### config.mk
export PLATFORM = sky130hd
export DESIGN_NAME = rbr_rotator
export DESIGN_NICKNAME = d
export VERILOG_FILES = /design/src/rbr_pkg.sv /design/src/rbr_rotator.sv
export SDC_FILE = /design/constraint.sdc
export NUM_CORES = 1
export LEC_CHECK = 0
export BUFFER_PORTS_ARGS = -buffer_cell sky130_fd_sc_hd__buf_2
export CELL_PAD_IN_SITES_DETAIL_PLACEMENT = 0
export CELL_PAD_IN_SITES_GLOBAL_PLACEMENT = 1
export CORE_MARGIN = 2
export CORE_UTILIZATION = 34
export CTS_CLUSTER_DIAMETER = 150
export CTS_CLUSTER_SIZE = 16
export DETAILED_ROUTE_END_ITERATION = 6
export HOLD_SLACK_MARGIN = 0.1
export PLACE_DENSITY_LB_ADDON = 0.1
export SYNTH_ARGS = -nofsm -noshare
export SYNTH_HDL_FRONTEND = slang
export SYNTH_SLANG_ARGS = --single-unit
export TNS_END_PERCENT = 5
### constraint.sdc
create_clock -name clk -period 1.7 [get_ports clk]
set_clock_uncertainty 0.2 [all_clocks]
set_input_delay 0.17 -clock clk [delete_from_list [all_inputs] [get_ports clk]]
set_output_delay 0.17 -clock clk [all_outputs]
set_load 0.01 [all_outputs]
### src/rbr_pkg.sv
// Purpose: shared constants and types for the registered byte rotator
// Assumes: one clock, synchronous active-low reset
// Notes: widths and preset value live here
package rbr_pkg;
    localparam int RBR_DATA_W = 8;
    localparam int RBR_SEL_W = 3;
    localparam logic [7:0] RBR_PRESET = 8'hFF;
    localparam logic [7:0] RBR_RESET_VAL = 8'hFF;
    localparam logic [2:0] RBR_SEL_NONE = 3'h0;
    localparam logic [2:0] RBR_SEL_FIVE = 3'h5;

    typedef struct packed {
        logic [7:0] word;
        logic [2:0] amount;
    } rbr_req_t;
endpackage

### src/rbr_rotator.sv
// Purpose: registered 8-bit right rotator with preset and output disable
// Assumes: inputs synchronous to clk; pad logic resolves the tri-state
// Notes: output_disable only gates the drivers, never the register
`timescale 1ns/1ps

module rbr_rotator
    import rbr_pkg::*;
(
    // clock and reset
    input wire logic clk,
    input wire logic rst_n,
    // data path
    input wire logic [7:0] data_in,
    input wire logic [2:0] shift_amount_lines,
    input wire logic shift_enable,
    input wire logic output_disable,
    // output pins
    output logic [7:0] rotated_out,
    output logic [7:0] rotated_out_oe_n
);
    rbr_req_t req;
    logic [7:0] rot_q;
    logic [7:0] rot_d;
    logic [7:0] oe_n_q;

    assign req.word = data_in;
    assign req.amount = shift_amount_lines; // bit 2 is the msb

    // one generate loop, out bit i takes in bit (i+amount) mod 8
    for (genvar i = 0; i < RBR_DATA_W; i++) begin : g_bit
        logic [2:0] src;
        assign src = 3'(i) + req.amount; // wrap in 3 bits
        // true polarity; enable low loads the preset
        assign rot_d[i] = shift_enable ? req.word[src] : RBR_PRESET[i];
    end

    // register ignores output_disable entirely
    always_ff @(posedge clk) begin
        if (!rst_n) begin
            rot_q <= RBR_RESET_VAL;
        end else begin
            rot_q <= rot_d;
        end
    end

    // enable held in a flop per style; the pad treats it as the driver gate.
    // a registered enable costs one cycle; the pad sees only this flopped enable,
    // never the raw input, so the change waits for the sampling edge
    always_ff @(posedge clk) begin
        if (!rst_n) begin
            oe_n_q <= 8'hFF;
        end else begin
            oe_n_q <= {8{output_disable}};
        end
    end

    assign rotated_out = rot_q; // always the held value
    assign rotated_out_oe_n = oe_n_q;

    property p_rotate;
        @(posedge clk) disable iff (!rst_n)
        shift_enable |=> rot_q == (($past(data_in) >> $past(shift_amount_lines))
            | ($past(data_in) << (4'h8 - {1'h0, $past(shift_amount_lines)})));
    endproperty
    a_rotate: assert property (p_rotate) else $error("rotate mismatch");

    property p_wrap;
        @(posedge clk) disable iff (!rst_n)
        (shift_enable && shift_amount_lines == 3'h1) |=> rot_q[7] == $past(data_in[0]);
    endproperty
    a_wrap: assert property (p_wrap) else $error("wrap bit lost");

    property p_preset;
        @(posedge clk) disable iff (!rst_n)
        !shift_enable |=> rot_q == RBR_PRESET;
    endproperty
    a_preset: assert property (p_preset) else $error("preset missing");

    property p_disable;
        @(posedge clk) disable iff (!rst_n)
        output_disable |=> rotated_out_oe_n == 8'hFF;
    endproperty
    a_disable: assert property (p_disable) else $error("outputs not disabled");

    property p_keep_shift;
        @(posedge clk) disable iff (!rst_n)
        (output_disable && shift_enable) |=>
            rot_q == (($past(data_in) >> $past(shift_amount_lines))
            | ($past(data_in) << (4'h8 - {1'h0, $past(shift_amount_lines)})));
    endproperty
    a_keep_shift: assert property (p_keep_shift) else $error("update stalled");

    property p_reenable;
        @(posedge clk) disable iff (!rst_n)
        !output_disable |=> rotated_out_oe_n == 8'h00 && rotated_out == ($past(shift_enable)
            ? (($past(data_in) >> $past(shift_amount_lines))
            | ($past(data_in) << (4'h8 - {1'h0, $past(shift_amount_lines)})))
            : RBR_PRESET);
    endproperty
    a_reenable: assert property (p_reenable) else $error("held value not shown");

    property p_zero;
        @(posedge clk) disable iff (!rst_n)
        (shift_enable && shift_amount_lines == RBR_SEL_NONE) |=> rot_q == $past(data_in);
    endproperty
    a_zero: assert property (p_zero) else $error("zero shift altered data");

    property p_five;
        @(posedge clk) disable iff (!rst_n)
        (shift_enable && shift_amount_lines == RBR_SEL_FIVE) |=>
            rot_q[7] == $past(data_in[4]) && rot_q[6] == $past(data_in[3]);
    endproperty
    a_five: assert property (p_five) else $error("shift five wrong");

    property p_msb;
        @(posedge clk) disable iff (!rst_n)
        (shift_enable && shift_amount_lines == 3'h4) |=> rot_q[0] == $past(data_in[4]);
    endproperty
    a_msb: assert property (p_msb) else $error("select order wrong");

    // reset loads the preset pattern and releases the pins
    property p_reset;
        @(posedge clk)
        !rst_n |=> rot_q == RBR_RESET_VAL && rotated_out_oe_n == 8'hFF;
    endproperty
    a_reset: assert property (p_reset) else $error("reset state wrong");

    // one check per amount, spelled out apart from the index arithmetic
    property p_amt0;
        @(posedge clk) disable iff (!rst_n)
        (shift_enable && shift_amount_lines == 3'h0) |=> rot_q == $past(data_in);
    endproperty
    a_amt0: assert property (p_amt0) else $error("amount 0 wrong");

    property p_amt1;
        @(posedge clk) disable iff (!rst_n)
        (shift_enable && shift_amount_lines == 3'h1) |=> rot_q == {$past(data_in[0]), $past(data_in[7:1])};
    endproperty
    a_amt1: assert property (p_amt1) else $error("amount 1 wrong");

    property p_amt2;
        @(posedge clk) disable iff (!rst_n)
        (shift_enable && shift_amount_lines == 3'h2) |=> rot_q == {$past(data_in[1:0]), $past(data_in[7:2])};
    endproperty
    a_amt2: assert property (p_amt2) else $error("amount 2 wrong");

    property p_amt3;
        @(posedge clk) disable iff (!rst_n)
        (shift_enable && shift_amount_lines == 3'h3) |=> rot_q == {$past(data_in[2:0]), $past(data_in[7:3])};
    endproperty
    a_amt3: assert property (p_amt3) else $error("amount 3 wrong");

    property p_amt4;
        @(posedge clk) disable iff (!rst_n)
        (shift_enable && shift_amount_lines == 3'h4) |=> rot_q == {$past(data_in[3:0]), $past(data_in[7:4])};
    endproperty
    a_amt4: assert property (p_amt4) else $error("amount 4 wrong");

    property p_amt5;
        @(posedge clk) disable iff (!rst_n)
        (shift_enable && shift_amount_lines == 3'h5) |=> rot_q == {$past(data_in[4:0]), $past(data_in[7:5])};
    endproperty
    a_amt5: assert property (p_amt5) else $error("amount 5 wrong");

    property p_amt6;
        @(posedge clk) disable iff (!rst_n)
        (shift_enable && shift_amount_lines == 3'h6) |=> rot_q == {$past(data_in[5:0]), $past(data_in[7:6])};
    endproperty
    a_amt6: assert property (p_amt6) else $error("amount 6 wrong");

    property p_amt7;
        @(posedge clk) disable iff (!rst_n)
        (shift_enable && shift_amount_lines == 3'h7) |=> rot_q == {$past(data_in[6:0]), $past(data_in[7])};
    endproperty
    a_amt7: assert property (p_amt7) else $error("amount 7 wrong");

    // per-bit view, so a stuck or crossed bit names itself
    for (genvar j = 0; j < RBR_DATA_W; j++) begin : g_chk
        property p_bit;
            @(posedge clk) disable iff (!rst_n)
            shift_enable |=> rot_q[j] == $past(data_in[3'(j) + shift_amount_lines]);
        endproperty
        a_bit: assert property (p_bit) else $error("bit source wrong");

        property p_bit_preset;
            @(posedge clk) disable iff (!rst_n)
            !shift_enable |=> rot_q[j] == 1'h1;
        endproperty
        a_bit_preset: assert property (p_bit_preset) else $error("bit not preset");

        property p_bit_off;
            @(posedge clk) disable iff (!rst_n)
            output_disable |=> rotated_out_oe_n[j] == 1'h1;
        endproperty
        a_bit_off: assert property (p_bit_off) else $error("bit still driven");
    end

    // preset still lands while the pins are off
    property p_preset_hidden;
        @(posedge clk) disable iff (!rst_n)
        (output_disable && !shift_enable) |=> rot_q == RBR_PRESET;
    endproperty
    a_preset_hidden: assert property (p_preset_hidden) else $error("preset lost");

    // toggling the disable must not disturb what the register loads
    property p_od_transparent;
        @(posedge clk) disable iff (!rst_n)
        (shift_enable && $changed(output_disable)) |=>
            rot_q == (($past(data_in) >> $past(shift_amount_lines))
            | ($past(data_in) << (4'h8 - {1'h0, $past(shift_amount_lines)})));
    endproperty
    a_od_transparent: assert property (p_od_transparent) else $error("load moved");

    // a one in stays a one out, a zero stays a zero
    property p_all_ones;
        @(posedge clk) disable iff (!rst_n)
        (shift_enable && data_in == 8'hFF) |=> rot_q == 8'hFF;
    endproperty
    a_all_ones: assert property (p_all_ones) else $error("ones inverted");

    property p_all_zeros;
        @(posedge clk) disable iff (!rst_n)
        (shift_enable && data_in == 8'h00) |=> rot_q == 8'h00;
    endproperty
    a_all_zeros: assert property (p_all_zeros) else $error("zeros inverted");

    // all eight drivers switch together
    property p_oe_uniform;
        @(posedge clk) disable iff (!rst_n)
        rotated_out_oe_n == {8{rotated_out_oe_n[0]}};
    endproperty
    a_oe_uniform: assert property (p_oe_uniform) else $error("drivers split");

    // each select line carries its own binary weight
    property p_sel_w0;
        @(posedge clk) disable iff (!rst_n)
        (shift_enable && shift_amount_lines == 3'h1) |=> rot_q[0] == $past(data_in[1]);
    endproperty
    a_sel_w0: assert property (p_sel_w0) else $error("select 0 weight wrong");

    property p_sel_w1;
        @(posedge clk) disable iff (!rst_n)
        (shift_enable && shift_amount_lines == 3'h2) |=> rot_q[7] == $past(data_in[1]);
    endproperty
    a_sel_w1: assert property (p_sel_w1) else $error("select 1 weight wrong");

    property p_sel_w2;
        @(posedge clk) disable iff (!rst_n)
        (shift_enable && shift_amount_lines == 3'h4) |=> rot_q[7] == $past(data_in[3]);
    endproperty
    a_sel_w2: assert property (p_sel_w2) else $error("select 2 weight wrong");

    // for any nonzero amount the high end is refilled from the low end
    property p_wrap_any;
        @(posedge clk) disable iff (!rst_n)
        (shift_enable && shift_amount_lines != 3'h0) |=> rot_q[7] == $past(data_in[shift_amount_lines - 3'h1]);
    endproperty
    a_wrap_any: assert property (p_wrap_any) else $error("wrap missing");

    // the low end takes the bit that many places up
    property p_low_fill;
        @(posedge clk) disable iff (!rst_n)
        shift_enable |=> rot_q[0] == $past(data_in[shift_amount_lines]);
    endproperty
    a_low_fill: assert property (p_low_fill) else $error("low bit wrong");

    // with pins on, a preset is what the board sees
    property p_preset_shown;
        @(posedge clk) disable iff (!rst_n)
        (!shift_enable && !output_disable) |=> rotated_out == 8'hFF && rotated_out_oe_n == 8'h00;
    endproperty
    a_preset_shown: assert property (p_preset_shown) else $error("preset not shown");

    // pins return one edge after the disable drops
    property p_back_on;
        @(posedge clk) disable iff (!rst_n)
        $fell(output_disable) |=> rotated_out_oe_n == 8'h00;
    endproperty
    a_back_on: assert property (p_back_on) else $error("pins stay off");
endmodule

Word level (Yosys, flattened, before mapping)
Cells that the tools add are included.

Memories: 0. Word-level logic and storage cells: 34. Output and inout bits: 16. Bits in read-only memories: 0. Bits in registers: 9. Input bits: 15. Bits in latches: 0. Memory bits (writable): 0.

Multiply operators: 0. Reductions and logical operators: 1. Magnitude comparators: 8. Bitwise operators: 0. Div/mod/pow operators: 0. Add/subtract/negate cells: 7. Shift-type cells: 0. Multiplexer cells: 16. Equality and inequality tests: 0.

Operators with widths (number): $lt A3 B4 Y1 const B (8); $bmux W1 S3 (8); $add A3 B3 Y3 const A (4); $mux W1 (8); $add A2 B3 Y3 const A (2); $add A1 B3 Y3 const A (1); $reduce_and A2 Y1 (1).

Depth between registers and ports, before layout
Depth after elaboration: 3. Gate-level depth with buffers: 7. Mapped depth without buffers: 5.

Worst setup path before layout
Ideal clock, no wire load.

Path kind: input to register. Start point: input port shift_amount_lines[1]. End point: register rot_q[1], in the netlist rotated_out[1]. Path slack: 0.131 ns. Path buffers: 2. Stages on the path: 7. Setup time: 0.133 ns. Data arrival time: 1.236 ns. Data required time: 1.367 ns. Cells stage by stage: buf_6 -> inv_1 -> ha_1 -> clkbuf_2 -> mux4_1 -> nand2_1 -> o211ai_1.

Cells in the longest elaborated chain, start to end: 3.

Ends and longest elaborated chain: from (decl) (RTL line rbr_rotator.sv:14) `input wire logic [2:0] shift_amount_lines,`; $add A1 B3 Y3 (RTL line rbr_rotator.sv:32) `assign src = 3'(i) + req.amount;`; $bmux W1 S3 (RTL line rbr_rotator.sv:34) `assign rot_d[i] = shift_enable ? req.word[src] : RBR_PRESET[i];`; $mux W1 (not written as such) (RTL line rbr_rotator.sv:34); to (signal assigned) (RTL line rbr_rotator.sv:42) `rot_q <= rot_d;`; to (decl) (RTL line rbr_rotator.sv:22) `logic [7:0] rot_q;`.

Every way passes these cells. The select of a mux whose other input is x is not followed. A chain may end at the register's enable or synchronous reset.

Worst setup path in the final report
Start point: input port output_disable. End point: register rotated_out_oe_n[0] (netlist name).

RTL lines: from (decl) (RTL line rbr_rotator.sv:16) `input wire logic output_disable,`.

No word-level cell between the ends.

==> out/summary.log <==
qor: logic_synthesis.synth.distinct_cells 23
qor: power_and_ir_drop.vdd.ir_drop.worst 0.252 mV
qor: die.design.die.area 0.00256 mm²
qor: worst_setup_path.worstSetupPathType primary input to register
qor: clock_network.cts.repair.resized 0
qor: timing.drv_slew 0
qor: logic_synthesis.post_synth_inst_count 69
qor: logic_synthesis.synth-edff-count 0
qor: final_layout.area_delta_synth_final 23.7%
qor: final_layout.num-fill-cells 210
qor: logic_synthesis.synth_top_area_share 0.244
qor: detailed_routing.drtPass1Iterations 4
qor: die.die_height 50.6 µm
qor: place.place_congestion 0.852
qor: die.core_area 0.00200 mm²
qor: timing.grt_setup_unrepaired no
qor: timing.tightest_slew 0.262 ns
qor: die.top_level_ports 31
qor: global_routing.pin_count_of_the_biggest_net_entering_global_routing 12
qor: detailed_routing.routed-via-count 605
qor: timing.count_of_final_hold_check_violations 0
qor: worst_setup_path.cp_data_arrival_time 1.48 ns
qor: timing.worst_slew_margin_rel 0.824
qor: timing.clock.fmax 646 MHz
qor: clock_network.max-clock-path-buffers 2
qor: die.fp-row-count 16
qor: logic_synthesis.share_of_synthesized_flip_flops_with_an_asynchronous_set_or_reset 0
qor: place.dp_cells 118
qor: timing.hold_slack 0.120 ns
qor: power_and_ir_drop.p_per_area 626 mW/mm²
qor: timing.post-route-period-util 0.911
qor: worst_setup_path.critPathCaptureType register
qor: logic_synthesis.synth_seq_cells 9
qor: final_layout.share_of_final_layout_standard_cells_stronger_than_drive_strength_1 0.412
qor: logic_synthesis.synth_top_cells_by_area dfxtp_1 (24%), mux4_1 (21%), mux2i_1 (11%)
qor: global_routing.number_of_global_route_vias_before_repair 581
qor: global_routing.globalRouteOverflowTotal 0
qor: logic_synthesis.avgSynthCellArea 10.7 µm²
qor: detailed_routing.drc 0
qor: logic_synthesis.post_synth_most_frequent_cells dfxtp_1 (9), mux2i_1 (8), buf_4 (7)
qor: clock_network.clk_transition_reported_paths 0.05 ns
qor: logic_synthesis.synth_nets 86
qor: place.placement.io_buffers 30
qor: clock_network.numClockSinks 9
qor: global_routing.wire_length_of_the_first_global_routing_pass 2650 µm
qor: logic_synthesis.netlist_area 739 µm²
qor: logic_synthesis.synth-seq-area-share 0.244
qor: die.floorplan.initialDensity 0.369
qor: detailed_routing.routed_wl 1540 µm
qor: logic_synthesis.synth.largest_area_cell dfxtp_1
qor: global_routing.grt_antenna_before_repair 0
qor: global_routing.global_route_usage_over_all_layers 0.140
qor: die.die_width 50.6 µm
qor: timing.setup_viol 0
qor: clock_network.tritoncts_clock_tree yes
qor: logic_synthesis.most_used_standard_cell_by_instance_count_after_synthesis dfxtp_1
qor: timing.tns 0 ns
qor: clock_network.number_of_clock_buffers_inserted_by_tritoncts 3
qor: logic_synthesis.ys_dominant_reg_cell dfxtp_1
qor: worst_setup_path.crit_path_start_kind primary input
qor: logic_synthesis.yosysWarnings 0
qor: place.detailedPlacementHpwl 1240 µm
qor: detailed_routing.via_per_inst 4.88
qor: hold_path.hold_path.class primary input to register
qor: power_and_ir_drop.power_leakage 0.411 nW
qor: final_layout.n_antenna_cell 0
qor: clock_network.cts.root.buffer_cell clkbuf_4
qor: detailed_routing.routed_length_per_instance 12.4 µm
qor: final_layout.layout.cells.non_filler 124
qor: outcome.status finished clean
qor: detailed_routing.drt_first_iter_violations 2
qor: timing.final_period_minus_worst_setup_slack 1.55 ns
qor: worst_setup_path.timing.critical_path.required 1.63 ns
qor: final_layout.nNetsFinal 115
qor: clock_network.cts.htree.levels 1
qor: detailed_routing.ant_nets 0
qor: job.max_cap_violations 0
qor: worst_setup_path.critical_path.max_fanout 1
where the power goes:
| part | switching (mW) | internal, mW |
|---|---|---|
| Combinational | 0.0930 | 0.0974 |
| Sequential | 0.00407 | 0.226 |
| Clock | 0.0632 | 0.0897 |
| Total | 0.160 | 0.413 |
cell type report:
type / instances / area, µm² / area share
clock buffers: 4 / 26.3 / 0.0287
repair buffers: 35 / 193 / 0.211
flip-flops and latches: 9 / 180 / 0.197
inverters: 2 / 7.51 / 0.00821
well taps: 27 / 33.8 / 0.0369
multi-input cells: 47 / 474 / 0.518
critical path, cell delays in order:
cell and delay [ns]:
dlygate4sd3_1 0.53, buf_2 0.11, nand2b_1 0.12, dlygate4sd3_1 0.55
registers in the layout, indices dropped and copies added (netlist names):
register          cells
rotated_out           8
rotated_out_oe_n      1
per-stage QoR:
step | util | area (µm²) | power (mW) | setup slack, ns
2_1_floorplan | - | 739 | 0.367 | 0.131
3_3_place_gp | 0.434 | 868 | 0.422 | 0.0896
5_1_grt | 0.457 | 915 | 0.620 | 0.116
3_5_place_dp | 0.434 | 868 | 0.423 | 0.0894
6_report | 0.457 | 915 | 0.573 | 0.152
4_1_cts | 0.457 | 915 | 0.579 | 0.156
per-layer routing:
metal / wire length (µm) / part of all wire / global-route usage
met5: 0 / 0 / 0
met4: 18 / 0.012 / 0.0541
met3: 103 / 0.067 / 0.0298
met2: 692 / 0.45 / 0.237
met1: 723 / 0.47 / 0.173
layout by cell type, fill, tap and decap left out:
cell type      instances
buf_2                 30
xnor2_1                3
and2_1                 1
nor3_1                 2
mux4_1                 6
nand3_1                1
nor2_1                 2
nand2b_1               1
buf_4                  3
dlygate4sd3_1          2
xor2_1                 3
clkbuf_1               1
ha_1                   2
a211oi_1               3
mux2_2                 3
inv_1                  2
mux2i_1                8
clkbuf_4               3
and2_2                 1
nand3b_1               1
nand2_1                6
dfxtp_1                9
o211ai_1               4
kinds of logic (layout without fill, tap and decap cells):
kind of cell / count (synthesis) / after routing / share of synthesized area
simple gates: 15 / 15 / 0.0982
flops: 9 / 9 / 0.244
xor+xnor: 6 / 6 / 0.0711
fa+ha+maj: 2 / 2 / 0.0338
compound gates: 7 / 7 / 0.0711
mux: 17 / 17 / 0.367
buf+inv: 13 / 41 / 0.115
path summary, 6_finish.rpt:
check                 slack, ns            from                             end  cells after the start
worst max-delay path       0.15  output_disable  rotated_out_oe_n[0]$_SDFF_PN1_                      4
worst min-delay path       0.12    shift_enable       rotated_out[6]$_SDFF_PN1_                      4
what timing repair did:
item / 4_1_cts / 5_1_grt
hold buffers: 2 / 0
hold endpoints to repair: 1 / 0
endpoints found under the setup margin: 0 / 0
buffers inserted: 0 / 0
No activity file was read; power rests on OpenSTA's default activity.
